[src/daw_pkg.sv]
// Constants shared by the diagnostic flag block and its helpers.
// Assumes byte-wide registers placed one per 32-bit word on the bus.
package daw_pkg;

	// ------------------------------------------------------------------
	// Register indices; the bus byte address is four times the index
	// ------------------------------------------------------------------
	localparam logic [7:0] IDX_THR_LAST = 8'h27;
	localparam logic [7:0] IDX_RT_FIRST = 8'h60;
	localparam logic [7:0] IDX_RT_LAST = 8'h69;
	localparam logic [7:0] IDX_CTRL = 8'h6e;
	localparam logic [7:0] IDX_ALM_P = 8'h70;
	localparam logic [7:0] IDX_ALM_R = 8'h71;
	localparam logic [7:0] IDX_WRN_P = 8'h74;
	localparam logic [7:0] IDX_WRN_R = 8'h75;
	localparam logic [7:0] IDX_IRQ_STAT = 8'hf8;
	localparam logic [7:0] IDX_IRQ_MASK = 8'hf9;

	// ------------------------------------------------------------------
	// Status/control byte fields
	// ------------------------------------------------------------------
	localparam int CTL_PIN_DIS = 7;
	localparam int CTL_SOFT_DIS = 6;
	localparam int CTL_RATE = 4;
	localparam int CTL_FAULT = 2;
	localparam int CTL_LOS = 1;
	localparam int CTL_NRDY = 0;

	// ------------------------------------------------------------------
	// Threshold layout: each quantity owns eight bytes, MSB first
	// ------------------------------------------------------------------
	localparam int NUM_Q = 5;
	localparam int THR_STRIDE = 8;
	localparam int THR_HA = 0;
	localparam int THR_LA = 2;
	localparam int THR_HW = 4;
	localparam int THR_LW = 6;
	localparam int Q_TEMP = 0;
	localparam int Q_RXP = 4;
	localparam int RX_RSV_W = 6;

	// ------------------------------------------------------------------
	// Reset values and interrupt layout
	// ------------------------------------------------------------------
	localparam logic [7:0] THR_RST = 8'h00;
	localparam logic [15:0] RT_RST = 16'h0000;
	localparam logic [7:0] IRQ_MASK_RST = 8'h00;
	localparam logic SOFT_DIS_RST = 1'b0;
	localparam int IRQ_W = 3;
	localparam int IRQ_ALM = 0;
	localparam int IRQ_WRN = 1;
	localparam int IRQ_UPD = 2;

	typedef enum logic [0:0] {
		BUS_IDLE = 1'b0,
		BUS_ACK = 1'b1
	} daw_bus_e;

endpackage

[src/daw_cmp.sv]
// Window comparator for one monitored quantity against four thresholds.
// Assumes all inputs are stable registers; outputs are combinational.
`timescale 1ns/1ps
module daw_cmp #(
	parameter bit IS_SIGNED = 1'b0
) (
	// Value and thresholds
	input wire logic [15:0] val_i,
	input wire logic [15:0] ha_i,
	input wire logic [15:0] la_i,
	input wire logic [15:0] hw_i,
	input wire logic [15:0] lw_i,
	// Results
	output logic ha_o,
	output logic la_o,
	output logic hw_o,
	output logic lw_o
);
	// Flipping the sign bit turns a two's complement compare into an
	// unsigned one, so one comparator serves both kinds of quantity.
	wire [15:0] flip = {IS_SIGNED, 15'h0000};
	wire [15:0] v = val_i ^ flip;

	assign ha_o = v > (ha_i ^ flip);
	assign la_o = v < (la_i ^ flip);
	assign hw_o = v > (hw_i ^ flip);
	assign lw_o = v < (lw_i ^ flip);
endmodule

[src/daw_irq.sv]
// Sticky event status with write-one-to-clear, a mask and a level output.
// Assumes write strobes are single-cycle and come from the bus slave.
`timescale 1ns/1ps
module daw_irq (
	// Clock and reset
	input wire logic sys_clk_i,
	input wire logic nrst_i,
	// Events and register access
	input wire logic [daw_pkg::IRQ_W-1:0] evt_i,
	input wire logic wr_stat_i,
	input wire logic wr_mask_i,
	input wire logic [7:0] wdata_i,
	// State
	output logic [daw_pkg::IRQ_W-1:0] stat_o,
	output logic [daw_pkg::IRQ_W-1:0] mask_o,
	output logic irq_o
);
	logic [daw_pkg::IRQ_W-1:0] stat_ff;
	logic [daw_pkg::IRQ_W-1:0] mask_ff;
	wire [daw_pkg::IRQ_W-1:0] clr = wr_stat_i ? wdata_i[daw_pkg::IRQ_W-1:0] : '0;
	// A new event wins over a clear landing in the same cycle.
	wire [daw_pkg::IRQ_W-1:0] nxt_stat = (stat_ff & ~clr) | evt_i;

	always_ff @(posedge sys_clk_i or negedge nrst_i) begin
		if (!nrst_i) begin
			stat_ff <= '0;
			mask_ff <= daw_pkg::IRQ_MASK_RST[daw_pkg::IRQ_W-1:0];
		end else begin
			stat_ff <= nxt_stat;
			if (wr_mask_i) begin
				mask_ff <= wdata_i[daw_pkg::IRQ_W-1:0];
			end
		end
	end

	assign stat_o = stat_ff;
	assign mask_o = mask_ff;
	assign irq_o = |(stat_ff & mask_ff);
endmodule

[src/daw_flags.sv]
// Diagnostic alarm and warning flag block with its register slave.
// Assumes an Avalon-MM master on sys_clk_i and measurements that arrive
// as a set of five values with a one-cycle update strobe.
//
// What this block does
// - Transmitter is off when soft disable bit or disable pin is set.
// - Rate select pin never changes behaviour; receiver stays at full bandwidth.
// - Alarm byte bit 7 set while temperature is above its high alarm.
// - Alarm byte bit 6 set while temperature is below its low alarm.
// - Alarm bits 5 and 4 report supply voltage above high, below low.
// - Alarm bits 3 and 2 report laser bias above high, below low.
// - Alarm bits 1 and 0 report transmit power above high, below low.
// - Receive alarm byte: bit 7 high, bit 6 low, bits 5..0 zero.
// - Warning byte bits 7 and 6 report temperature high and low.
// - Warning bits 5 and 4 report supply voltage high and low.
// - Warning bits 3 and 2 report laser bias high and low.
// - Warning bits 1 and 0 report transmit power high and low.
// - Receive warning byte: bit 7 high, bit 6 low, bits 5..0 zero.
// - Values and thresholds are 16 bits, MSB byte first; temperature signed.
// - Soft transmit-disable bit of the control byte is readable and writable.
//
// Local design decision: the Avalon-MM interface to the registers.
`timescale 1ns/1ps
module daw_flags (
	// Clock and reset
	input wire logic sys_clk_i,
	input wire logic nrst_i,
	// Avalon-MM slave
	input wire logic [9:0] avs_address_i,
	input wire logic avs_read_i,
	input wire logic avs_write_i,
	input wire logic [3:0] avs_byteenable_i,
	input wire logic [31:0] avs_writedata_i,
	output logic [31:0] avs_readdata_o,
	output logic avs_waitrequest_o,
	// Measurements
	input wire logic meas_upd_i,
	input wire logic [15:0] meas_temp_i,
	input wire logic [15:0] meas_vcc_i,
	input wire logic [15:0] meas_bias_i,
	input wire logic [15:0] meas_txp_i,
	input wire logic [15:0] meas_rxp_i,
	// Module pins
	input wire logic tx_dis_pin_i,
	input wire logic rate_sel_i,
	input wire logic tx_fault_i,
	input wire logic rx_los_i,
	output logic tx_off_o,
	output logic rx_full_bw_o,
	output logic irq_o
);
	// ------------------------------------------------------------------
	// Storage
	// ------------------------------------------------------------------
	logic [7:0] thr_ff [0:daw_pkg::IDX_THR_LAST];
	logic [15:0] rt_ff [0:daw_pkg::NUM_Q-1];
	logic soft_dis_ff;
	logic nrdy_ff;
	logic tx_off_ff;
	logic [7:0] alm_p_ff;
	logic [1:0] alm_r_ff;
	logic [7:0] wrn_p_ff;
	logic [1:0] wrn_r_ff;
	logic [31:0] rdata_ff;
	daw_pkg::daw_bus_e bus_ff;

	// ------------------------------------------------------------------
	// Bus decode
	// ------------------------------------------------------------------
	wire [7:0] idx = avs_address_i[9:2];
	wire req = avs_read_i | avs_write_i;
	wire in_ack = bus_ff == daw_pkg::BUS_ACK;
	wire wr_go = avs_write_i & in_ack & avs_byteenable_i[0];
	wire [7:0] wdata = avs_writedata_i[7:0];
	wire hit_thr = idx <= daw_pkg::IDX_THR_LAST;
	wire hit_rt = (idx >= daw_pkg::IDX_RT_FIRST) && (idx <= daw_pkg::IDX_RT_LAST);
	wire wr_thr = wr_go & hit_thr;
	wire wr_ctrl = wr_go & (idx == daw_pkg::IDX_CTRL);
	wire wr_istat = wr_go & (idx == daw_pkg::IDX_IRQ_STAT);
	wire wr_imask = wr_go & (idx == daw_pkg::IDX_IRQ_MASK);
	wire [daw_pkg::NUM_Q-1:0] nxt_ha;
	wire [daw_pkg::NUM_Q-1:0] nxt_la;
	wire [daw_pkg::NUM_Q-1:0] nxt_hw;
	wire [daw_pkg::NUM_Q-1:0] nxt_lw;
	wire [daw_pkg::IRQ_W-1:0] istat;
	wire [daw_pkg::IRQ_W-1:0] imask;

	assign avs_waitrequest_o = req & ~in_ack;

	// ------------------------------------------------------------------
	// Comparators, one per monitored quantity
	// ------------------------------------------------------------------
	genvar q;
	generate
		for (q = 0; q < daw_pkg::NUM_Q; q++) begin : g_q
			localparam int B = q * daw_pkg::THR_STRIDE;
			daw_cmp #(
				.IS_SIGNED(q == daw_pkg::Q_TEMP)
			) u_cmp (
				.val_i(rt_ff[q]),
				.ha_i({thr_ff[B + daw_pkg::THR_HA], thr_ff[B + daw_pkg::THR_HA + 1]}),
				.la_i({thr_ff[B + daw_pkg::THR_LA], thr_ff[B + daw_pkg::THR_LA + 1]}),
				.hw_i({thr_ff[B + daw_pkg::THR_HW], thr_ff[B + daw_pkg::THR_HW + 1]}),
				.lw_i({thr_ff[B + daw_pkg::THR_LW], thr_ff[B + daw_pkg::THR_LW + 1]}),
				.ha_o(nxt_ha[q]),
				.la_o(nxt_la[q]),
				.hw_o(nxt_hw[q]),
				.lw_o(nxt_lw[q])
			);
		end
	endgenerate

	// ------------------------------------------------------------------
	// Flag packing
	// ------------------------------------------------------------------
	wire [7:0] nxt_alm_p = {nxt_ha[0], nxt_la[0], nxt_ha[1], nxt_la[1],
		nxt_ha[2], nxt_la[2], nxt_ha[3], nxt_la[3]};
	wire [7:0] nxt_wrn_p = {nxt_hw[0], nxt_lw[0], nxt_hw[1], nxt_lw[1],
		nxt_hw[2], nxt_lw[2], nxt_hw[3], nxt_lw[3]};
	wire [1:0] nxt_alm_r = {nxt_ha[daw_pkg::Q_RXP], nxt_la[daw_pkg::Q_RXP]};
	wire [1:0] nxt_wrn_r = {nxt_hw[daw_pkg::Q_RXP], nxt_lw[daw_pkg::Q_RXP]};
	wire alm_rise = |({nxt_alm_p, nxt_alm_r} & ~{alm_p_ff, alm_r_ff});
	wire wrn_rise = |({nxt_wrn_p, nxt_wrn_r} & ~{wrn_p_ff, wrn_r_ff});
	wire nxt_tx_off = soft_dis_ff | tx_dis_pin_i;

	// ------------------------------------------------------------------
	// Read data selection
	// ------------------------------------------------------------------
	wire [7:0] rt_k = idx - daw_pkg::IDX_RT_FIRST;
	wire [15:0] rt_word = rt_ff[rt_k[3:1]];
	wire [7:0] rt_sel = rt_k[0] ? rt_word[7:0] : rt_word[15:8];
	wire [7:0] thr_sel = thr_ff[idx[5:0]];
	wire [7:0] ctrl_rd = {tx_dis_pin_i, soft_dis_ff, 1'b0, rate_sel_i,
		1'b0, tx_fault_i, rx_los_i, nrdy_ff};
	// Reserved flag bits and unmapped words read as zero.
	wire [7:0] rd_byte =
		hit_thr ? thr_sel :
		hit_rt ? rt_sel :
		(idx == daw_pkg::IDX_CTRL) ? ctrl_rd :
		(idx == daw_pkg::IDX_ALM_P) ? alm_p_ff :
		(idx == daw_pkg::IDX_ALM_R) ? {alm_r_ff, {daw_pkg::RX_RSV_W{1'b0}}} :
		(idx == daw_pkg::IDX_WRN_P) ? wrn_p_ff :
		(idx == daw_pkg::IDX_WRN_R) ? {wrn_r_ff, {daw_pkg::RX_RSV_W{1'b0}}} :
		(idx == daw_pkg::IDX_IRQ_STAT) ? {5'h00, istat} :
		(idx == daw_pkg::IDX_IRQ_MASK) ? {5'h00, imask} : 8'h00;

	// ------------------------------------------------------------------
	// Bus handshake: one wait cycle, then the answer
	// ------------------------------------------------------------------
	always_ff @(posedge sys_clk_i or negedge nrst_i) begin
		if (!nrst_i) begin
			bus_ff <= daw_pkg::BUS_IDLE;
			rdata_ff <= 32'h0000_0000;
		end else begin
			case (bus_ff)
				daw_pkg::BUS_IDLE: begin
					if (req) begin
						bus_ff <= daw_pkg::BUS_ACK;
						rdata_ff <= {24'h00_0000, rd_byte};
					end
				end
				daw_pkg::BUS_ACK: begin
					bus_ff <= daw_pkg::BUS_IDLE;
				end
				default: begin
					bus_ff <= daw_pkg::BUS_IDLE;
				end
			endcase
		end
	end

	assign avs_readdata_o = rdata_ff;

	// ------------------------------------------------------------------
	// Thresholds and control
	// ------------------------------------------------------------------
	always_ff @(posedge sys_clk_i or negedge nrst_i) begin
		if (!nrst_i) begin
			for (int i = 0; i <= daw_pkg::IDX_THR_LAST; i++) begin
				thr_ff[i] <= daw_pkg::THR_RST;
			end
			soft_dis_ff <= daw_pkg::SOFT_DIS_RST;
		end else begin
			if (wr_thr) begin
				thr_ff[idx[5:0]] <= wdata;
			end
			if (wr_ctrl) begin
				soft_dis_ff <= wdata[daw_pkg::CTL_SOFT_DIS];
			end
		end
	end

	// ------------------------------------------------------------------
	// Measurements and flags
	// ------------------------------------------------------------------
	// Flags lag a new measurement by one cycle so that every flag of a
	// set is taken from the same values, never from a mix of old and new.
	always_ff @(posedge sys_clk_i or negedge nrst_i) begin
		if (!nrst_i) begin
			for (int i = 0; i < daw_pkg::NUM_Q; i++) begin
				rt_ff[i] <= daw_pkg::RT_RST;
			end
			nrdy_ff <= 1'b1;
		end else if (meas_upd_i) begin
			rt_ff[0] <= meas_temp_i;
			rt_ff[1] <= meas_vcc_i;
			rt_ff[2] <= meas_bias_i;
			rt_ff[3] <= meas_txp_i;
			rt_ff[4] <= meas_rxp_i;
			nrdy_ff <= 1'b0;
		end
	end

	always_ff @(posedge sys_clk_i or negedge nrst_i) begin
		if (!nrst_i) begin
			alm_p_ff <= 8'h00;
			alm_r_ff <= 2'h0;
			wrn_p_ff <= 8'h00;
			wrn_r_ff <= 2'h0;
			tx_off_ff <= 1'b0;
		end else begin
			alm_p_ff <= nxt_alm_p;
			alm_r_ff <= nxt_alm_r;
			wrn_p_ff <= nxt_wrn_p;
			wrn_r_ff <= nxt_wrn_r;
			tx_off_ff <= nxt_tx_off;
		end
	end

	assign tx_off_o = tx_off_ff;
	// The receiver has no rate choice, so the pin is only reported.
	assign rx_full_bw_o = 1'b1;

	// ------------------------------------------------------------------
	// Interrupts
	// ------------------------------------------------------------------
	daw_irq u_irq (
		.sys_clk_i(sys_clk_i),
		.nrst_i(nrst_i),
		.evt_i({meas_upd_i, wrn_rise, alm_rise}),
		.wr_stat_i(wr_istat),
		.wr_mask_i(wr_imask),
		.wdata_i(wdata),
		.stat_o(istat),
		.mask_o(imask),
		.irq_o(irq_o)
	);

	wire [15:0] th_temp_ha = {thr_ff[daw_pkg::THR_HA], thr_ff[daw_pkg::THR_HA + 1]};
	wire [15:0] th_temp_la = {thr_ff[daw_pkg::THR_LA], thr_ff[daw_pkg::THR_LA + 1]};
endmodule

[config.mk]
export PLATFORM = sky130hd
export DESIGN_NAME = daw_flags
export DESIGN_NICKNAME = d
export VERILOG_FILES = /design/src/daw_pkg.sv /design/src/daw_cmp.sv /design/src/daw_irq.sv /design/src/daw_flags.sv
export SDC_FILE = /design/constraint.sdc
export NUM_CORES = 1
export LEC_CHECK = 0
export BUFFER_PORTS_ARGS = -buffer_cell sky130_fd_sc_hd__buf_2
export CAP_MARGIN = 5
export CORE_MARGIN = 3
export CORE_UTILIZATION = 62
export CTS_CLUSTER_SIZE = 24
export DETAILED_ROUTE_END_ITERATION = 7
export PLACE_DENSITY = 0.85
export SETUP_SLACK_MARGIN = 0.1
export SYNTH_ARGS = -nofsm -noshare
export SYNTH_HDL_FRONTEND = slang
export SYNTH_SLANG_ARGS = --single-unit
[constraint.sdc]
create_clock -name sys_clk_i -period 3 [get_ports sys_clk_i]
set_input_delay 0.6 -clock sys_clk_i [delete_from_list [all_inputs] [get_ports sys_clk_i]]
set_output_delay 0.6 -clock sys_clk_i [all_outputs]
set_load 0.05 [all_outputs]
# Word level (Yosys, flattened, before mapping)
# Index checks and enable logic that the tools add are counted.
# op_classes
add_sub_neg,1
muxes,22
eq_ne,7
magnitude_cmp,26
n_reduce_logical,6
n_bitwise,25
# ops
op,count
$bwmux 320,1
$gt 16x16->1,10
$lt 16x16->1,10
$mux 8,11
$bmux 16 s3,1
$bmux 8 s6,1
$demux 8 s6,1
$eq 8x7->1 const B,5
$mux 16,2
$and 10x10->10,2
$not 10->10,2
$reduce_or 10->1,2
$eq 8x8->1 const B,2
$mux 3,3
$ge 8x7->1 const B,1
$le 8x6->1 const B,1
$le 8x7->1 const B,1
$and 1x1->1,7
$ge 7x7->1 const B,1
$lt 7x1->1 const B,1
$not 6->7,1
$and 3x3->3,2
$not 1->1,6
$ge 4x4->1 const B,1
other kinds (10),12
# word_totals
register_bits,438
output_inout_bits,36
wordCells,143
in_bits,135

# Longest topological paths before layout
# logic_depth
word_depth,10
ltp_mapped,11
mapped_depth_nobuf,9

# Modules after synthesis
# From an unflattened synthesis, not the netlist that was laid out.
# hier_totals
cells_unflattened,2471
hier_area_um2,28254.6
# modules_own_cells
mod,cells_each,area_per_inst_um2,instances,seq_area_each_um2
daw_flags,1375,20093.0,1,10811.6
daw_cmp (g_q[1].u_cmp ...),217,1587.8,4,0.0
daw_cmp (g_q[0].u_cmp),211,1579.0,1,0.0
daw_irq,17,231.5,1,150.1

# Worst setup path before layout
# No wires, ideal clock.
# synth_path
path_kind,input port to flip-flop
startpoint,input avs_address_i[3]
endpoint,"register rdata_ff[6], in the netlist avs_readdata_o[6]"
path_buffers,4
setup_slack_ns,0.515
arrival_time_ns,2.358
setup_ns,0.127
cell_stages,8
path_cell_list,buf_6 > buf_8 > buf_4 > buf_2 > mux4_2 > mux4_2 > a221oi_1 > nor2_1
# synth_via
elab_chain_cells,8
# synth_rtl
item,line,source
"start, declared",daw_flags.sv:29,"input wire logic [9:0] avs_address_i,"
$sub 4x1->4 or $eq 8x7->1 (tied branches),"daw_flags.sv:129, daw_flags.sv:143",
$not 3->4 (implied by the code) or $mux 8 (tied branches),"daw_flags.sv:130, daw_flags.sv:143",
$bmux 16 s3 or $mux 8 (tied branches),"daw_flags.sv:130, daw_flags.sv:142",
$mux 16 (implied by the code) or $mux 8 (tied branches),"daw_flags.sv:130, daw_flags.sv:141",
$mux 16 (implied by the code) or $mux 8 (tied branches),"daw_flags.sv:130, daw_flags.sv:140",
"$mux 8, on equally long branches","daw_flags.sv:131, daw_flags.sv:139",
$mux 8,daw_flags.sv:138,hit_rt ? rt_sel :
$mux 8 (*),daw_flags.sv:137,hit_thr ? thr_sel :
"end signal, assigned",daw_flags.sv:159,"rdata_ff <= {24'h00_0000, rd_byte};"
"end, declared",daw_flags.sv:64,logic [31:0] rdata_ff;
# Every way passes the cells marked *; elsewhere a longest branch is shown, timed or not. The select of a mux whose other input is x is not followed.
# A chain may end at the register's enable or synchronous reset.

# Worst setup path after layout
# layout_path
startpoint,register rt_ff[71] in the netlist's numbering
endpoint,"register u_irq.stat_ff, in the netlist u_irq.stat_o[0]"
# layout_via
elab_chain_cells,4
# layout_rtl
item,line,source
"start, declared",daw_flags.sv:56,logic [15:0] rt_ff [0:daw_pkg::NUM_Q-1];
"start signal, assigned by index",daw_flags.sv:201,rt_ff[i] <= daw_pkg::RT_RST;
$lt 16x16->1 or $gt 16x16->1 (tied branches),"daw_cmp.sv:25, daw_cmp.sv:24",
$and 10x10->10 (*),daw_flags.sv:122,"wire alm_rise = |({nxt_alm_p, nxt_alm_r} & ~{alm_p_ff, alm_r_ff});"
$reduce_or 10->1 (*),daw_flags.sv:122,
$or 3x3->3 (*),daw_irq.sv:22,wire [daw_pkg::IRQ_W-1:0] nxt_stat = (stat_ff & ~clr) | evt_i;
via u_irq.nxt_stat (one bit),daw_irq.sv:22,
"end signal, assigned",daw_irq.sv:29,stat_ff <= nxt_stat;
"end, declared",daw_irq.sv:18,logic [daw_pkg::IRQ_W-1:0] stat_ff;
# The timed path passes the listed nets; every way through them passes the cells marked *.

==> results.tsv <==
metric	value	unit
status	complete, no violations	
viasPerCell	6.613	
syn_area	27310	µm²
ys_ff_latch	438	
synthArstFlopShare	100.0	%
min_path_type	input port to register	
path_class	register to register	
dpl_cell_area	29140	µm²
gr-total-overflow	0	
dieArea	46600	µm²
power.density	482.1	nW/µm²
synth_cells	2600	
cts_buffers	47	
htreeDepth	2	
fmax	356.0	MHz
synth_cell_types	62	
mostFrequentLayoutCell	dfrtp_1	
dpl.hpwl	64490	µm
syn2layout_area_growth	12.46	%
num_rows	76	
cts-root-buf	clkbuf_16	
drtPass1Iterations	6	
drive_gt1_share	22.94	%
die_h	215.9	µm
synth_seq_area_share	40.14	%
rsz0062_at_grt	false	
required	3.53	ns
grt_max_degree	97	
wl_per_cell	25.70	µm
hold_violations	0	
ys_warn_count	0	
ios	171	
antenna_left	0	
finalSetupViolCount	0	
slew_viol_final	0	
clock_path_buffers	3	
track_usage	37.90	%
core_region_area	43270	µm²
drtIter0Drc	2785	
leakagePower	14.95	nW
vias	22452	
clock_skew	0.04142	ns
portBuffers	116	
drc	0	
avgSynthCellArea	10.50	µm²
final_area	30710	µm²
synth_flop_cell	dfrtp_1	
min_period	2.809	ns
period_share	93.62	%
gp_congestion	1.067	
drv_cap	0	
grt_pass1_vias	23545	
tightestPinTransition	0.8638	ns
postCtsSetupBuffers	0	
dieWidth	215.9	µm
floorplan.initialDensity	63.11	%
power	14.80	mW
wirelength	87250	µm
rrSetupSlack	0.19	ns
critPathMaxFanout	7	
critPathLaunchType	register	
synth-edff-count	0	
insertion_delay	0.61	ns
finalWorstSetupSlack	0.1913	ns
layout_common_cells	dfrtp_1 (437), inv_1 (318), ha_1 (310), nand2_1 (266), o21ai_0 (249)	
dp_slack	0.1199	ns
clk_pin_slew	0.06	ns
nets	3219	
grt_antenna_before_repair	5	
peakVddDrop	435.5	µV
grt_pass1_wl	134900	µm
clock_sinks	438	
crit_arrival	3.34	ns
cts_tree	done	
maxSlewHeadroom	42.42	%
endpoint_kind	register	
tns	0	ns
## Yosys cell counts (all sizes together), types with 2 or more instances
master	n	area (µm²)
a2111o	2	22.52
a2111oi	6	52.55
a211o	4	35.03
a211oi	18	135.1
a21o	46	345.3
a21oi	120	600.6
a221oi	23	201.4
a222oi	2	20.02
a22oi	13	97.59
a31oi	6	37.54
and2	2	12.52
and3	3	18.77
and4	4	35.03
buf	70	452.9
clkbuf	75	281.5
conb	2	7.510
dfrtp	437	10940
ha	310	3879
inv	318	1194
mux2	201	2263
mux2i	22	220.2
mux4	113	2560
nand2	266	998.5
nand2b	11	68.82
nand3	42	210.2
nand4	58	362.9
nor2	76	287.8
nor2b	19	118.9
nor3	19	95.09
nor4	11	90.08
nor4b	5	43.79
o211ai	9	67.56
o21a	6	45.04
o21ai	250	1251
o22a	3	26.28
o22ai	5	31.28
or2	5	31.28
or3	2	12.51
or4	4	30.03
## per-stage QoR
step           cells  utilization, %  hold slack, ns
2_1_floorplan   2623               -          0.3044
3_3_place_gp    3309           67.36          0.4782
3_5_place_dp    3309           67.36          0.4817
4_1_cts         3392           70.95          0.2103
5_1_grt         3393           70.97          0.2202
6_report        3395           70.98          0.2178
## final cells by class
class,instances,area [µm²]
multi-input combinational,1722,14510
fill,2926,12560
sequential,438,10960
timing repair buffer,247,1763
clock buffer,58,1287
inverter,318,1194
tap,585,732.0
clock inverter,24,255.2
antenna,3,7.507
## registers in the layout, indices dropped and copies added (netlist names)
name	count
avs_readdata_o	8
u_irq.mask_o	3
u_irq.stat_o	3
alm_p_ff	8
th_temp_ha	16
nrdy_ff	1
th_temp_la	16
tx_off_o	1
thr_ff	288
soft_dis_ff	1
wrn_p_ff	8
alm_r_ff	2
wrn_r_ff	2
rt_ff	80
bus_ff	1
## critical path, stage by stage, from the launching register on
cell and delay [ns]:
dfrtp_1 0.57, ha_1 0.43, nand4_1 0.24, a2111o_1 0.46, o211a_1 0.17, nor3_1 0.59, a2111oi_0 0.15, nand4_1 0.15
## final timing paths
kind	from	to	cells after the start
max in group asynchronous	nrst_i	thr_ff[90]	3
setup / recovery	rt_ff[71]	u_irq.stat_o[0]	7
hold / removal	meas_rxp_i[0]	rt_ff[0]	3
hold reg to reg	nrdy_ff	nrdy_ff	1
min in group asynchronous	nrst_i	rt_ff[69]	2
setup reg to reg	rt_ff[71]	u_irq.stat_o[0]	7
## cell families (layout without fill, tap and decap cells)
family | count (synthesis) | after routing | share of synthesized area, %
flops | 438 | 438 | 40.14
other cells | 2 | 28 | 0.02750
buf+inv | 463 | 647 | 7.061
fa+ha+maj | 310 | 310 | 14.20
mux | 336 | 336 | 18.47
simple gates | 531 | 531 | 8.986
compound gates | 520 | 520 | 11.11
## per-layer routing
layer	wire length [µm]	track usage (%)	vias to the layer above
met5	95	0	-
met4	7292	25.97	6
met3	9916	8.997	466
met2	39120	59.25	1477
met1	30830	46.93	10929
li1	-	-	9574
## where the power goes
group / switching (mW) / internal [mW]
Clock: 2.55 / 3.40
Sequential: 0.355 / 6.12
Combinational: 1.44 / 0.947
Total: 4.34 / 10.5
## repair_timing
action                                  CTS  global route
hold buffers                              1             0
endpoints found under the setup margin    0             1
hold endpoints to repair                 46             0
resized for setup                         0             1
Power figures use the tool's default switching activity.
